### src/prof_pkg.sv
// Package: control block layout, record layout, commands and states for the record inserter
package prof_pkg;
    // Control block byte offsets
    localparam logic [7:0] CB_FLAGS_OFF = 8'h00;
    localparam logic [7:0] CB_SIZE_OFF = 8'h04;
    localparam logic [7:0] CB_BASE_OFF = 8'h08;
    localparam logic [7:0] CB_PRODUCER_OFF = 8'h10;
    localparam logic [7:0] CB_DROPPED_OFF = 8'h18;
    localparam logic [7:0] CB_THRESH_OFF = 8'h20;
    localparam logic [7:0] CB_CONSUMER_OFF = 8'h40;
    localparam logic [7:0] CB_PERIOD1_OFF = 8'h80;
    // Flag bit positions in the control block flags word
    localparam int FLAG_VALUE_EVT_BIT = 1;
    localparam int FLAG_THRESH_INT_BIT = 31;
    // Record layout
    localparam int RECORD_BYTES = 32;
    localparam logic [7:0] TYPE_VALUE_SAMPLE = 8'h01;
    localparam logic [7:0] TYPE_USER_RECORD = 8'hFF;
    localparam logic [31:0] ZERO_32 = 32'h00000000;
    localparam logic [63:0] ZERO_64 = 64'h0000000000000000;
    localparam logic [31:0] ONE_32 = 32'h00000001;
    localparam logic [63:0] ONE_64 = 64'h0000000000000001;

    // Instruction request from the pipeline
    typedef struct packed {
        logic is_user;          // High: user record, low: value sample
        logic size_is_32;       // Operand size 32, zero extend extra register
        logic [63:0] extra_reg; // Register chosen by the extra register selector
        logic [31:0] operand;   // Second operand, register or memory
        logic [31:0] immediate; // Third operand, truncated to 16 bits
        logic [63:0] ip;        // Instruction address
    } insert_req_t;

    // One event record as written to the ring
    typedef struct packed {
        logic [63:0] secondary_payload; // Bytes 23..16
        logic [63:0] ip;                // Bytes 15..8
        logic [31:0] primary_payload;   // Bytes 7..4
        logic [15:0] flags;             // Bytes 3..2
        logic [7:0] rsvd;               // Byte 1
        logic [7:0] record_type_code;   // Byte 0
    } event_record_t;

    typedef enum logic [3:0] {
        ST_IDLE = 4'h1,
        ST_WRITE = 4'h2,
        ST_UPDATE = 4'h4,
        ST_DONE = 4'h8
    } ins_state_t;
endpackage

### src/profiling_record_inserter.sv
// Record inserter: executes value-sample and user-record instructions into the ring
`timescale 1ns/1ns

// Notes on behaviour
// [RQ1] Value sample decrements its counter; records only when result turns negative.
// [RQ2] No record due means no memory operand fetch.
// [RQ3] Value-sample records carry type code 1.
// [RQ4] Extra register goes to bytes 23..16, zero extended at size 32.
// [RQ5] Second operand goes to bytes 7..4.
// [RQ6] Immediate truncated to 16 bits into bytes 3..2.
// [RQ7] After a value record with room or continuous, advance and reload counter.
// [RQ8] Occupancy above threshold with interrupt enabled raises an interrupt.
// [RQ9] Continuous mode: advanced producer equal to consumer bumps dropped count.
// [RQ10] Synchronized and full: overwrite last record, bump dropped, hold producer.
// [RQ11] Value sample faults outside protected mode or facility unavailable.
// [RQ12] Value sample does nothing when disabled or its event is off.
// [RQ13] Value sample changes no general register or condition code.
// [RQ14] Every completed value sample counts as a retired instruction.
// [RQ15] User record writes unconditionally when enabled, type code 255.
// [RQ16] User record with room or continuous: advance producer, clear carry.
// [RQ17] User record synchronized and full: overwrite, bump dropped, hold, set carry.
// [RQ18] Disabled user record only clears carry.
// [RQ19] User record faults outside protected mode or facility unavailable.
// [RQ20] Completed user record counts as a retired instruction.
// [RQ21] Constant fields latched at enable; block access faults fault the instruction.
// [RQ22] Consumer offset lives at control block offset 64, first period at 128.
// [RQ23] Software keeps reserved control block fields at zero.
// [RQ24] Producer equal to consumer means the ring is empty.
// [RQ25] Counter reloads replace the configured low bits with random values.
module profiling_record_inserter #(
    parameter int RAND_BITS_MAX = 16
) (
    input wire logic clk_in,
    input wire logic rst_n_in,
    // Session configuration; flags, size, base, threshold, period and random bits latched while enable rises
    input wire logic enable_in,
    input wire logic available_in,
    input wire logic protected_mode_in,
    input wire logic continuous_mode_in,
    input wire logic [31:0] cb_flags_in,
    input wire logic [31:0] buffer_size_in,
    input wire logic [63:0] buffer_base_in,
    input wire logic [31:0] threshold_in,
    input wire logic [31:0] first_event_period_in,
    input wire logic [3:0] random_bits_in,
    input wire logic [31:0] ring_consumer_offset_in,
    // Instruction request and operand fetch
    input wire logic req_valid_in,
    input wire prof_pkg::insert_req_t req_in,
    input wire logic operand_ready_in,
    // Memory write port for records and control block fields
    input wire logic mem_ack_in,
    input wire logic mem_fault_in,
    output logic operand_fetch_out,
    output logic mem_wr_out,
    output logic [63:0] mem_addr_out,
    output prof_pkg::event_record_t mem_record_out,
    output logic mem_is_record_out,
    output logic [63:0] mem_field_out,
    output logic done_out,
    output logic invalid_opcode_fault_out,
    output logic access_fault_out,
    output logic carry_flag_out,
    output logic carry_valid_out,
    output logic retired_out,
    output logic threshold_int_out,
    output logic [31:0] ring_producer_offset_out,
    output logic [63:0] dropped_event_count_out
);

    prof_pkg::ins_state_t state_reg;
    prof_pkg::insert_req_t req_reg;
    logic enable_d_reg;
    logic [31:0] flags_reg;
    logic [31:0] size_reg;
    logic [63:0] base_reg;
    logic [31:0] thresh_reg;
    logic [31:0] period_reg;
    logic [3:0] rand_bits_reg;
    logic [31:0] counter_reg;
    logic [31:0] producer_reg;
    logic [63:0] dropped_reg;
    logic [15:0] lfsr_reg;
    logic [31:0] counter_next;
    logic [31:0] advanced;
    logic full;
    logic will_drop;
    logic [31:0] occupancy;
    logic [1:0] upd_step_reg;
    // Overwrite decision taken at the record write; the producer has moved by the time of done
    logic overwrote_reg;
    logic [63:0] cb_base_reg;

    // Wrap an offset one record forward inside the ring
    function automatic logic [31:0] next_offset(input logic [31:0] off, input logic [31:0] sz);
        logic [31:0] n;
        n = off + 32'(prof_pkg::RECORD_BYTES);
        next_offset = (n >= sz) ? prof_pkg::ZERO_32 : n;
    endfunction

    // Build a record; same layout for both instructions
    function automatic prof_pkg::event_record_t build(input prof_pkg::insert_req_t r);
        prof_pkg::event_record_t e;
        e.record_type_code = r.is_user ? prof_pkg::TYPE_USER_RECORD
                                       : prof_pkg::TYPE_VALUE_SAMPLE; // [RQ3] [RQ15]
        e.rsvd = 8'h00;
        e.flags = r.immediate[15:0]; // [RQ6]
        e.primary_payload = r.operand; // [RQ5]
        e.ip = r.ip;
        e.secondary_payload = r.size_is_32 ? {32'h00000000, r.extra_reg[31:0]}
                                           : r.extra_reg; // [RQ4]
        build = e;
    endfunction

    ////////////////////////////////////////////////////////////////////////////
    // Ring bookkeeping, combinational
    always_comb begin
        counter_next = counter_reg - prof_pkg::ONE_32; // [RQ1]
        advanced = next_offset(producer_reg, size_reg);
        full = (advanced == ring_consumer_offset_in); // [RQ24] [RQ22]
        will_drop = full && !continuous_mode_in;
        occupancy = (producer_reg >= ring_consumer_offset_in)
                  ? producer_reg - ring_consumer_offset_in
                  : size_reg - ring_consumer_offset_in + producer_reg;
    end

    // Constant fields latched on the enable edge; reset keeps session empty
    always_ff @(posedge clk_in or negedge rst_n_in) begin
        if (!rst_n_in) begin
            enable_d_reg <= 1'b0;
            flags_reg <= prof_pkg::ZERO_32;
            size_reg <= prof_pkg::ZERO_32;
            base_reg <= prof_pkg::ZERO_64;
            thresh_reg <= prof_pkg::ZERO_32;
            period_reg <= prof_pkg::ZERO_32;
            rand_bits_reg <= 4'h0;
        end else begin
            enable_d_reg <= enable_in;
            if (enable_in && !enable_d_reg) begin // [RQ21]
                flags_reg <= cb_flags_in;
                size_reg <= buffer_size_in;
                base_reg <= buffer_base_in;
                thresh_reg <= threshold_in;
                period_reg <= first_event_period_in;
                rand_bits_reg <= random_bits_in;
            end
        end
    end

    // Free running pseudo-random source for counter reloads
    always_ff @(posedge clk_in or negedge rst_n_in) begin
        if (!rst_n_in) begin
            lfsr_reg <= 16'hACE1;
        end else begin
            lfsr_reg <= {lfsr_reg[14:0], lfsr_reg[15] ^ lfsr_reg[13] ^ lfsr_reg[12] ^ lfsr_reg[10]};
        end
    end

    ////////////////////////////////////////////////////////////////////////////
    // Instruction sequencer
    always_ff @(posedge clk_in or negedge rst_n_in) begin
        if (!rst_n_in) begin
            state_reg <= prof_pkg::ST_IDLE;
            req_reg <= '0;
            counter_reg <= prof_pkg::ZERO_32;
            producer_reg <= prof_pkg::ZERO_32;
            dropped_reg <= prof_pkg::ZERO_64;
            upd_step_reg <= 2'h0;
            overwrote_reg <= 1'b0;
            operand_fetch_out <= 1'b0;
            mem_wr_out <= 1'b0;
            mem_addr_out <= prof_pkg::ZERO_64;
            mem_record_out <= '0;
            mem_is_record_out <= 1'b0;
            mem_field_out <= prof_pkg::ZERO_64;
            done_out <= 1'b0;
            invalid_opcode_fault_out <= 1'b0;
            access_fault_out <= 1'b0;
            carry_flag_out <= 1'b0;
            carry_valid_out <= 1'b0;
            retired_out <= 1'b0;
            threshold_int_out <= 1'b0;
        end else begin
            done_out <= 1'b0;
            invalid_opcode_fault_out <= 1'b0;
            access_fault_out <= 1'b0;
            carry_valid_out <= 1'b0;
            retired_out <= 1'b0;
            threshold_int_out <= 1'b0;
            if (enable_in && !enable_d_reg) begin
                producer_reg <= prof_pkg::ZERO_32;
                counter_reg <= first_event_period_in;
            end
            unique case (state_reg)
                prof_pkg::ST_IDLE: begin
                    if (req_valid_in) begin
                        req_reg <= req_in;
                        if (!protected_mode_in || !available_in) begin
                            invalid_opcode_fault_out <= 1'b1; // [RQ11] [RQ19]
                        end else if (!enable_in) begin
                            // Disabled: value sample is a no-op, user record clears carry
                            done_out <= 1'b1; // [RQ12]
                            retired_out <= 1'b1;
                            carry_valid_out <= req_in.is_user; // [RQ18]
                            carry_flag_out <= 1'b0;
                        end else if (!req_in.is_user && !flags_reg[prof_pkg::FLAG_VALUE_EVT_BIT])
                        begin
                            done_out <= 1'b1; // [RQ12]
                            retired_out <= 1'b1; // [RQ14]
                        end else if (!req_in.is_user && !counter_next[31]) begin
                            // No record due: operand never fetched
                            counter_reg <= counter_next; // [RQ1] [RQ2]
                            done_out <= 1'b1;
                            retired_out <= 1'b1; // [RQ14]
                        end else begin
                            if (!req_in.is_user) begin
                                counter_reg <= counter_next;
                            end
                            operand_fetch_out <= 1'b1;
                            state_reg <= prof_pkg::ST_WRITE;
                        end
                    end
                end
                prof_pkg::ST_WRITE: begin
                    // Wait for the operand, then write the record at the producer slot
                    if (operand_fetch_out && operand_ready_in) begin
                        operand_fetch_out <= 1'b0;
                        mem_wr_out <= 1'b1;
                        mem_is_record_out <= 1'b1;
                        mem_addr_out <= base_reg + {32'h00000000, producer_reg};
                        mem_record_out <= build(req_in);
                        req_reg.operand <= req_in.operand;
                    end else if (mem_wr_out && mem_ack_in) begin
                        mem_wr_out <= 1'b0;
                        mem_is_record_out <= 1'b0;
                        if (mem_fault_in) begin
                            access_fault_out <= 1'b1; // [RQ21]
                            state_reg <= prof_pkg::ST_IDLE;
                        end else begin
                            // Full in synchronized mode: slot reused next time
                            if (!will_drop) begin
                                producer_reg <= advanced; // [RQ7] [RQ16]
                                if (!req_reg.is_user) begin
                                    counter_reg <= (period_reg & ~rand_mask(rand_bits_reg))
                                        | ({16'h0000, lfsr_reg} & rand_mask(rand_bits_reg));
                                end
                            end
                            if (full) begin
                                dropped_reg <= dropped_reg + prof_pkg::ONE_64; // [RQ9] [RQ10]
                            end
                            overwrote_reg <= will_drop; // [RQ17]
                            upd_step_reg <= 2'h0;
                            state_reg <= prof_pkg::ST_UPDATE;
                        end
                    end
                end
                prof_pkg::ST_UPDATE: begin
                    // Publish producer offset then dropped count to the control block
                    if (!mem_wr_out) begin
                        mem_wr_out <= 1'b1;
                        mem_addr_out <= base_cb_addr(upd_step_reg);
                        mem_field_out <= (upd_step_reg == 2'h0) ? {32'h00000000, producer_reg}
                                                                 : dropped_reg;
                    end else if (mem_ack_in) begin
                        mem_wr_out <= 1'b0;
                        if (mem_fault_in) begin
                            access_fault_out <= 1'b1; // [RQ21]
                            state_reg <= prof_pkg::ST_IDLE;
                        end else if (upd_step_reg == 2'h1) begin
                            state_reg <= prof_pkg::ST_DONE;
                        end else begin
                            upd_step_reg <= 2'h1;
                        end
                    end
                end
                prof_pkg::ST_DONE: begin
                    done_out <= 1'b1;
                    retired_out <= 1'b1; // [RQ14] [RQ20]
                    // Only the user record reports through carry; value sample leaves flags
                    carry_valid_out <= req_reg.is_user; // [RQ13]
                    carry_flag_out <= req_reg.is_user && overwrote_reg; // [RQ16] [RQ17]
                    threshold_int_out <= flags_reg[prof_pkg::FLAG_THRESH_INT_BIT]
                                         && (occupancy > thresh_reg); // [RQ8]
                    state_reg <= prof_pkg::ST_IDLE;
                end
            endcase
        end
    end

    // Low-bit mask for counter randomisation
    function automatic logic [31:0] rand_mask(input logic [3:0] n);
        rand_mask = (prof_pkg::ONE_32 << n) - prof_pkg::ONE_32; // [RQ25]
    endfunction

    // Control block field address; control block assumed to start 128 bytes below the buffer base latched at enable
    function automatic logic [63:0] base_cb_addr(input logic [1:0] step);
        base_cb_addr = cb_base_reg + {56'h00000000000000,
            (step == 2'h0) ? prof_pkg::CB_PRODUCER_OFF : prof_pkg::CB_DROPPED_OFF};
    endfunction
    always_ff @(posedge clk_in or negedge rst_n_in) begin
        if (!rst_n_in) begin
            cb_base_reg <= prof_pkg::ZERO_64;
        end else if (enable_in && !enable_d_reg) begin
            cb_base_reg <= buffer_base_in - {56'h00000000000000, prof_pkg::CB_PERIOD1_OFF};
        end
    end

    // Output mirrors of internal state
    assign ring_producer_offset_out = producer_reg;
    assign dropped_event_count_out = dropped_reg;

    ////////////////////////////////////////////////////////////////////////////
    // Checks
    sample_quiet_a: assert property (@(posedge clk_in) disable iff (!rst_n_in)
        (state_reg == prof_pkg::ST_IDLE && req_valid_in && !req_in.is_user && enable_in
         && protected_mode_in && available_in && flags_reg[prof_pkg::FLAG_VALUE_EVT_BIT]
         && !counter_next[31]) |=> !operand_fetch_out && done_out) // [RQ2]
        else $error("Value sample fetched operand with no record due");
    fault_gate_a: assert property (@(posedge clk_in) disable iff (!rst_n_in)
        (state_reg == prof_pkg::ST_IDLE && req_valid_in && !protected_mode_in)
        |=> invalid_opcode_fault_out && !done_out) // [RQ11] [RQ19]
        else $error("Missing invalid opcode fault");
    hold_full_a: assert property (@(posedge clk_in) disable iff (!rst_n_in)
        (state_reg == prof_pkg::ST_WRITE && mem_wr_out && mem_ack_in && !mem_fault_in
         && will_drop) |=> $stable(producer_reg)) // [RQ10]
        else $error("Producer moved on a full synchronized ring");
    drop_count_a: assert property (@(posedge clk_in) disable iff (!rst_n_in)
        (state_reg == prof_pkg::ST_WRITE && mem_wr_out && mem_ack_in && !mem_fault_in && full)
        |=> dropped_reg == $past(dropped_reg) + prof_pkg::ONE_64) // [RQ9] [RQ10]
        else $error("Dropped count not bumped");
    user_type_a: assert property (@(posedge clk_in) disable iff (!rst_n_in)
        (mem_is_record_out && mem_wr_out) |-> mem_record_out.record_type_code ==
        (req_reg.is_user ? prof_pkg::TYPE_USER_RECORD : prof_pkg::TYPE_VALUE_SAMPLE))
        // [RQ3] [RQ15]
        else $error("Wrong record type code");
    off_carry_a: assert property (@(posedge clk_in) disable iff (!rst_n_in)
        (state_reg == prof_pkg::ST_IDLE && req_valid_in && req_in.is_user && !enable_in
         && protected_mode_in && available_in) |=> carry_valid_out && !carry_flag_out) // [RQ18]
        else $error("Disabled user record did not clear carry");
    retire_once_a: assert property (@(posedge clk_in) disable iff (!rst_n_in)
        done_out |-> retired_out) // [RQ14] [RQ20]
        else $error("Completed instruction not retired");
    sample_carry_a: assert property (@(posedge clk_in) disable iff (!rst_n_in)
        (done_out && !req_reg.is_user) |-> !carry_valid_out) // [RQ13]
        else $error("Value sample touched carry");
endmodule

### config.mk
export PLATFORM = sky130hd
export DESIGN_NAME = profiling_record_inserter
export DESIGN_NICKNAME = d
export VERILOG_FILES = /design/src/prof_pkg.sv /design/src/profiling_record_inserter.sv
export SDC_FILE = /design/constraint.sdc
export NUM_CORES = 2
export LEC_CHECK = 0
export ABC_AREA = 1
export BUFFER_PORTS_ARGS = -buffer_cell sky130_fd_sc_hd__buf_4
export CAP_MARGIN = 20
export CORE_ASPECT_RATIO = 2
export CORE_MARGIN = 5
export CORE_UTILIZATION = 40
export DETAILED_ROUTE_END_ITERATION = 8
export MAX_ROUTING_LAYER = met4
export PLACE_DENSITY = 0.65
export SETUP_SLACK_MARGIN = 0.4
export SLEW_MARGIN = 20
export SYNTH_ARGS = -nofsm -noshare
export SYNTH_HDL_FRONTEND = slang
export SYNTH_SLANG_ARGS = --single-unit
### constraint.sdc
create_clock -name clk_in -period 4.8 [get_ports clk_in]
set_input_delay 0 -clock clk_in [delete_from_list [all_inputs] [get_ports clk_in]]
set_output_delay 0 -clock clk_in [all_outputs]
set_load 0.01 [all_outputs]
==> impl_results.md <==
- Core area: 109000 sq um
- Worst hold path type: input pin to register
- Crit path capture type: register
- CP max stage delay: 490 ps
- Worst Clk Skew: 32.6 ps
- Critical path startpoint category: register
- Total grt overflow: 0
- Post-Synthesis Cells: 6038
- GPL Wtd Cong: 1.08
- Initial antenna violation count: 57
- DRT Pass-1 Iters: 6
- Initial DRC count: 3825
- Fmax: 224 MHz
- NumNets Final: 8124
- Clock Latency Late Sink: 700 ps
- Via count: 49098
- Register area: 17300 sq um
- Setup TNS: 0 ps
- # IOs: 858
- Crit path from: ring_producer_offset_out[2]
- Yosys cell types: 66
- GRT Overall Usage: 0.396
- R2R Path Start: ring_producer_offset_out[2]
- Slowest-stage cell, CP: fa_1
- Ys async rst share: 1.00
- Clock Tree Buf Depth: 3
- Pre-CTS setup slack: -455 ps
- Share of cells above drive strength 1: 0.203
- Max IR drop VDD: 0.398 mV
- Main flop type after synthesis: dfrtp_1
- DRT antenna net count: 0
- Pwr dens: 415 nW/um^2
- Post-DP HPWL: 187000 um
- CTS Sinks: 690
- Largest reg by FF count: mem_record_out
- Rel. slew slack: 0.265
- Yosys top cell by area: dfrtp_1
- Multi-input gate area: 23500 sq um
- Worst-margin pin slew: 1100 ps
- Top cells by count, synth: 1681 x nand2_1, 772 x inv_1, 681 x dfrtp_1, 530 x nor2_1, 410 x o21ai_0
- Met3 usage in global routing: 0.0888
- Synth top area share: 0.390
- Post-synth EDFFs: 0
- Htree depth: 3
- Min-Delay Startpoint: buffer_size_in[21]
- Number of flip-flops in the largest register: 178
- Routed WL: 234000 um
- Seq/Total Area, Yosys: 0.395
- Outcome: completed
- MaxCap Viol Count: 0
- CTS Buf Count: 71
- Detailed-route vias per instance: 5.47
- Clock-pin transition on the worst setup and hold timing paths: 70 ps
- Design Area, Final: 61700 sq um
- Max Transition Viols Final: 0
- Initial core utilization: 0.402
- Yosys warning total: 0
- Gr busiest metal: met2
- Die Ht: 478 um
- CP required: 5430 ps
- Port Buffer Count: 803
- Die width: 244 um
- Top cell by count, worst path: buf_4
- Avg WL per Cell: 26.1 um
- Setup-failing EPs final: 0
- Grt met2 use: 0.684
- Period utilization: 0.932
- Final WS setup: 327 ps
- Synth-to-layout area growth: 41.1%
- Syn_area_per_cell: 7.24 sq um
- Die area: 116000 sq um
- First-pass GRT wire length: 333000 um
- Largest net degree at the start of global routing: 116
- Unrepaired setup endpoints after global routing: yes
- Crit path kind: register to register
- FF+latch count, synth: 690
- Min Tclk post-route: 4470 ps
- Static leakage: 30.2 nW
- Area of placed instances: 53100 sq um
- Hold Fails Final Rpt: 0
- Mapped Area: 43700 sq um
- # DRC: 0
- Cells taking the most area after synthesis: dfrtp_1 39%, nand2_1 14%, inv_1 6.6%, ha_1 4.8%, o21ai_0 4.7%
- Root Buffer: clkbuf_16
- Top-count cell post-synth: nand2_1
- Fill cell count: 10471
- Critical Path Fanout Max: 4
- CP arrival: 5100 ps
- # rows: 171
- CTS tree: yes
- Vias in the first global route: 49509
- M1 GR Usage: 0.407
worst max-delay path, delay by kind of cell (launching register included):
kind | cells | cell delay, ps
xor gates and xnor gates | 1 | 170
buffers and inverters | 12 | 1400
adders and majority gates | 3 | 1040
DFF | 1 | 350
AOI/OAI and AO/OA | 6 | 1140
and+or+nand+nor | 3 | 280
logic make-up after synthesis:
family          share of synthesized area
simple gates                        0.282
compound gates                      0.130
buf+inv                            0.0888
flops                               0.395
fa+ha+maj                          0.0632
xor+xnor                           0.0394
mux                               0.00137
other cells                     0.0000858
cell usage in the layout, fill, tap and decap left out, types with 15 or more instances in the layout:
cell type / instances
a21oi_1: 258
a21oi_2: 20
a31oi_1: 63
buf_12: 28
buf_4: 1099
buf_6: 21
clkbuf_16: 80
clkinv_2: 15
dfrtp_1: 673
diode_2: 46
dlygate4sd3_1: 431
fa_1: 32
ha_1: 156
inv_1: 763
inv_2: 15
nand2_1: 1641
nand2_2: 41
nand3_1: 324
nand3_2: 18
nand4_1: 111
nor2_1: 504
nor2_2: 23
nor2_4: 19
nor3_1: 121
nor4_1: 47
o211ai_1: 37
o21a_1: 15
o21ai_0: 394
o21ai_1: 80
o221ai_1: 29
o31ai_1: 41
or2_2: 24
xnor2_1: 43
xor2_1: 145
metrics by stage:
| stage | std cells | power [W] | util | hold WS, ps |
|---|---|---|---|---|
| 3_3_place_gp | 8306 | 0.0186 | 0.488 | 134 |
| 4_1_cts | 8909 | 0.0254 | 0.559 | 19.3 |
| 3_5_place_dp | 8306 | 0.0187 | 0.488 | 133 |
| 2_1_floorplan | 6045 | 0.0133 | - | -296 |
| 6_report | 8980 | 0.0256 | 0.568 | 45.9 |
| 5_1_grt | 8961 | 0.0269 | 0.567 | 63.7 |
timing repair:
item                                    4_1_cts  5_1_grt
cloned                                        3        7
resized for setup                           134      121
endpoints found under the setup margin      129      140
endpoints found under the hold margin       543        0
buffers inserted                             37       18
hold buffers                                431        0
pin swaps                                    40       35
worst paths after layout:
path | slack, ps | depth (start not counted) | to
worst max register to register | 330 | 25 | threshold_int_out
min in group asynchronous | 440 | 3 | cb_base_reg[35]
worst min register to register | 360 | 0 | lfsr_reg[7]
max in group asynchronous | 2980 | 4 | ring_producer_offset_out[13]
worst max-delay path | 330 | 25 | threshold_int_out
worst min-delay path | 50 | 4 | size_reg[21]
power breakdown:
part,internal (W),switching (W),leakage [nW]
Clock,0.00340,0.00275,1.22
Sequential,0.00732,0.00133,8.59
Combinational,0.00419,0.00660,20.4
area by class of cell:
type	count	share of cell area
flip-flops and latches	690	0.280
well taps	1384	0.0281
multi-input cells	4351	0.380
inverters	787	0.0483
repair buffers	1590	0.221
clock buffers	99	0.0331
clock inverters	33	0.00688
diodes	46	0.00187
routing by layer:
metal / part of all wire / vias to the layer above
met1: 0.34 / 23490
li1: - / 22596
met4: 0.084 / 0
met2: 0.50 / 2339
met5: 0 / -
met3: 0.074 / 673
Note: power is estimated with default switching activity, not from simulation.
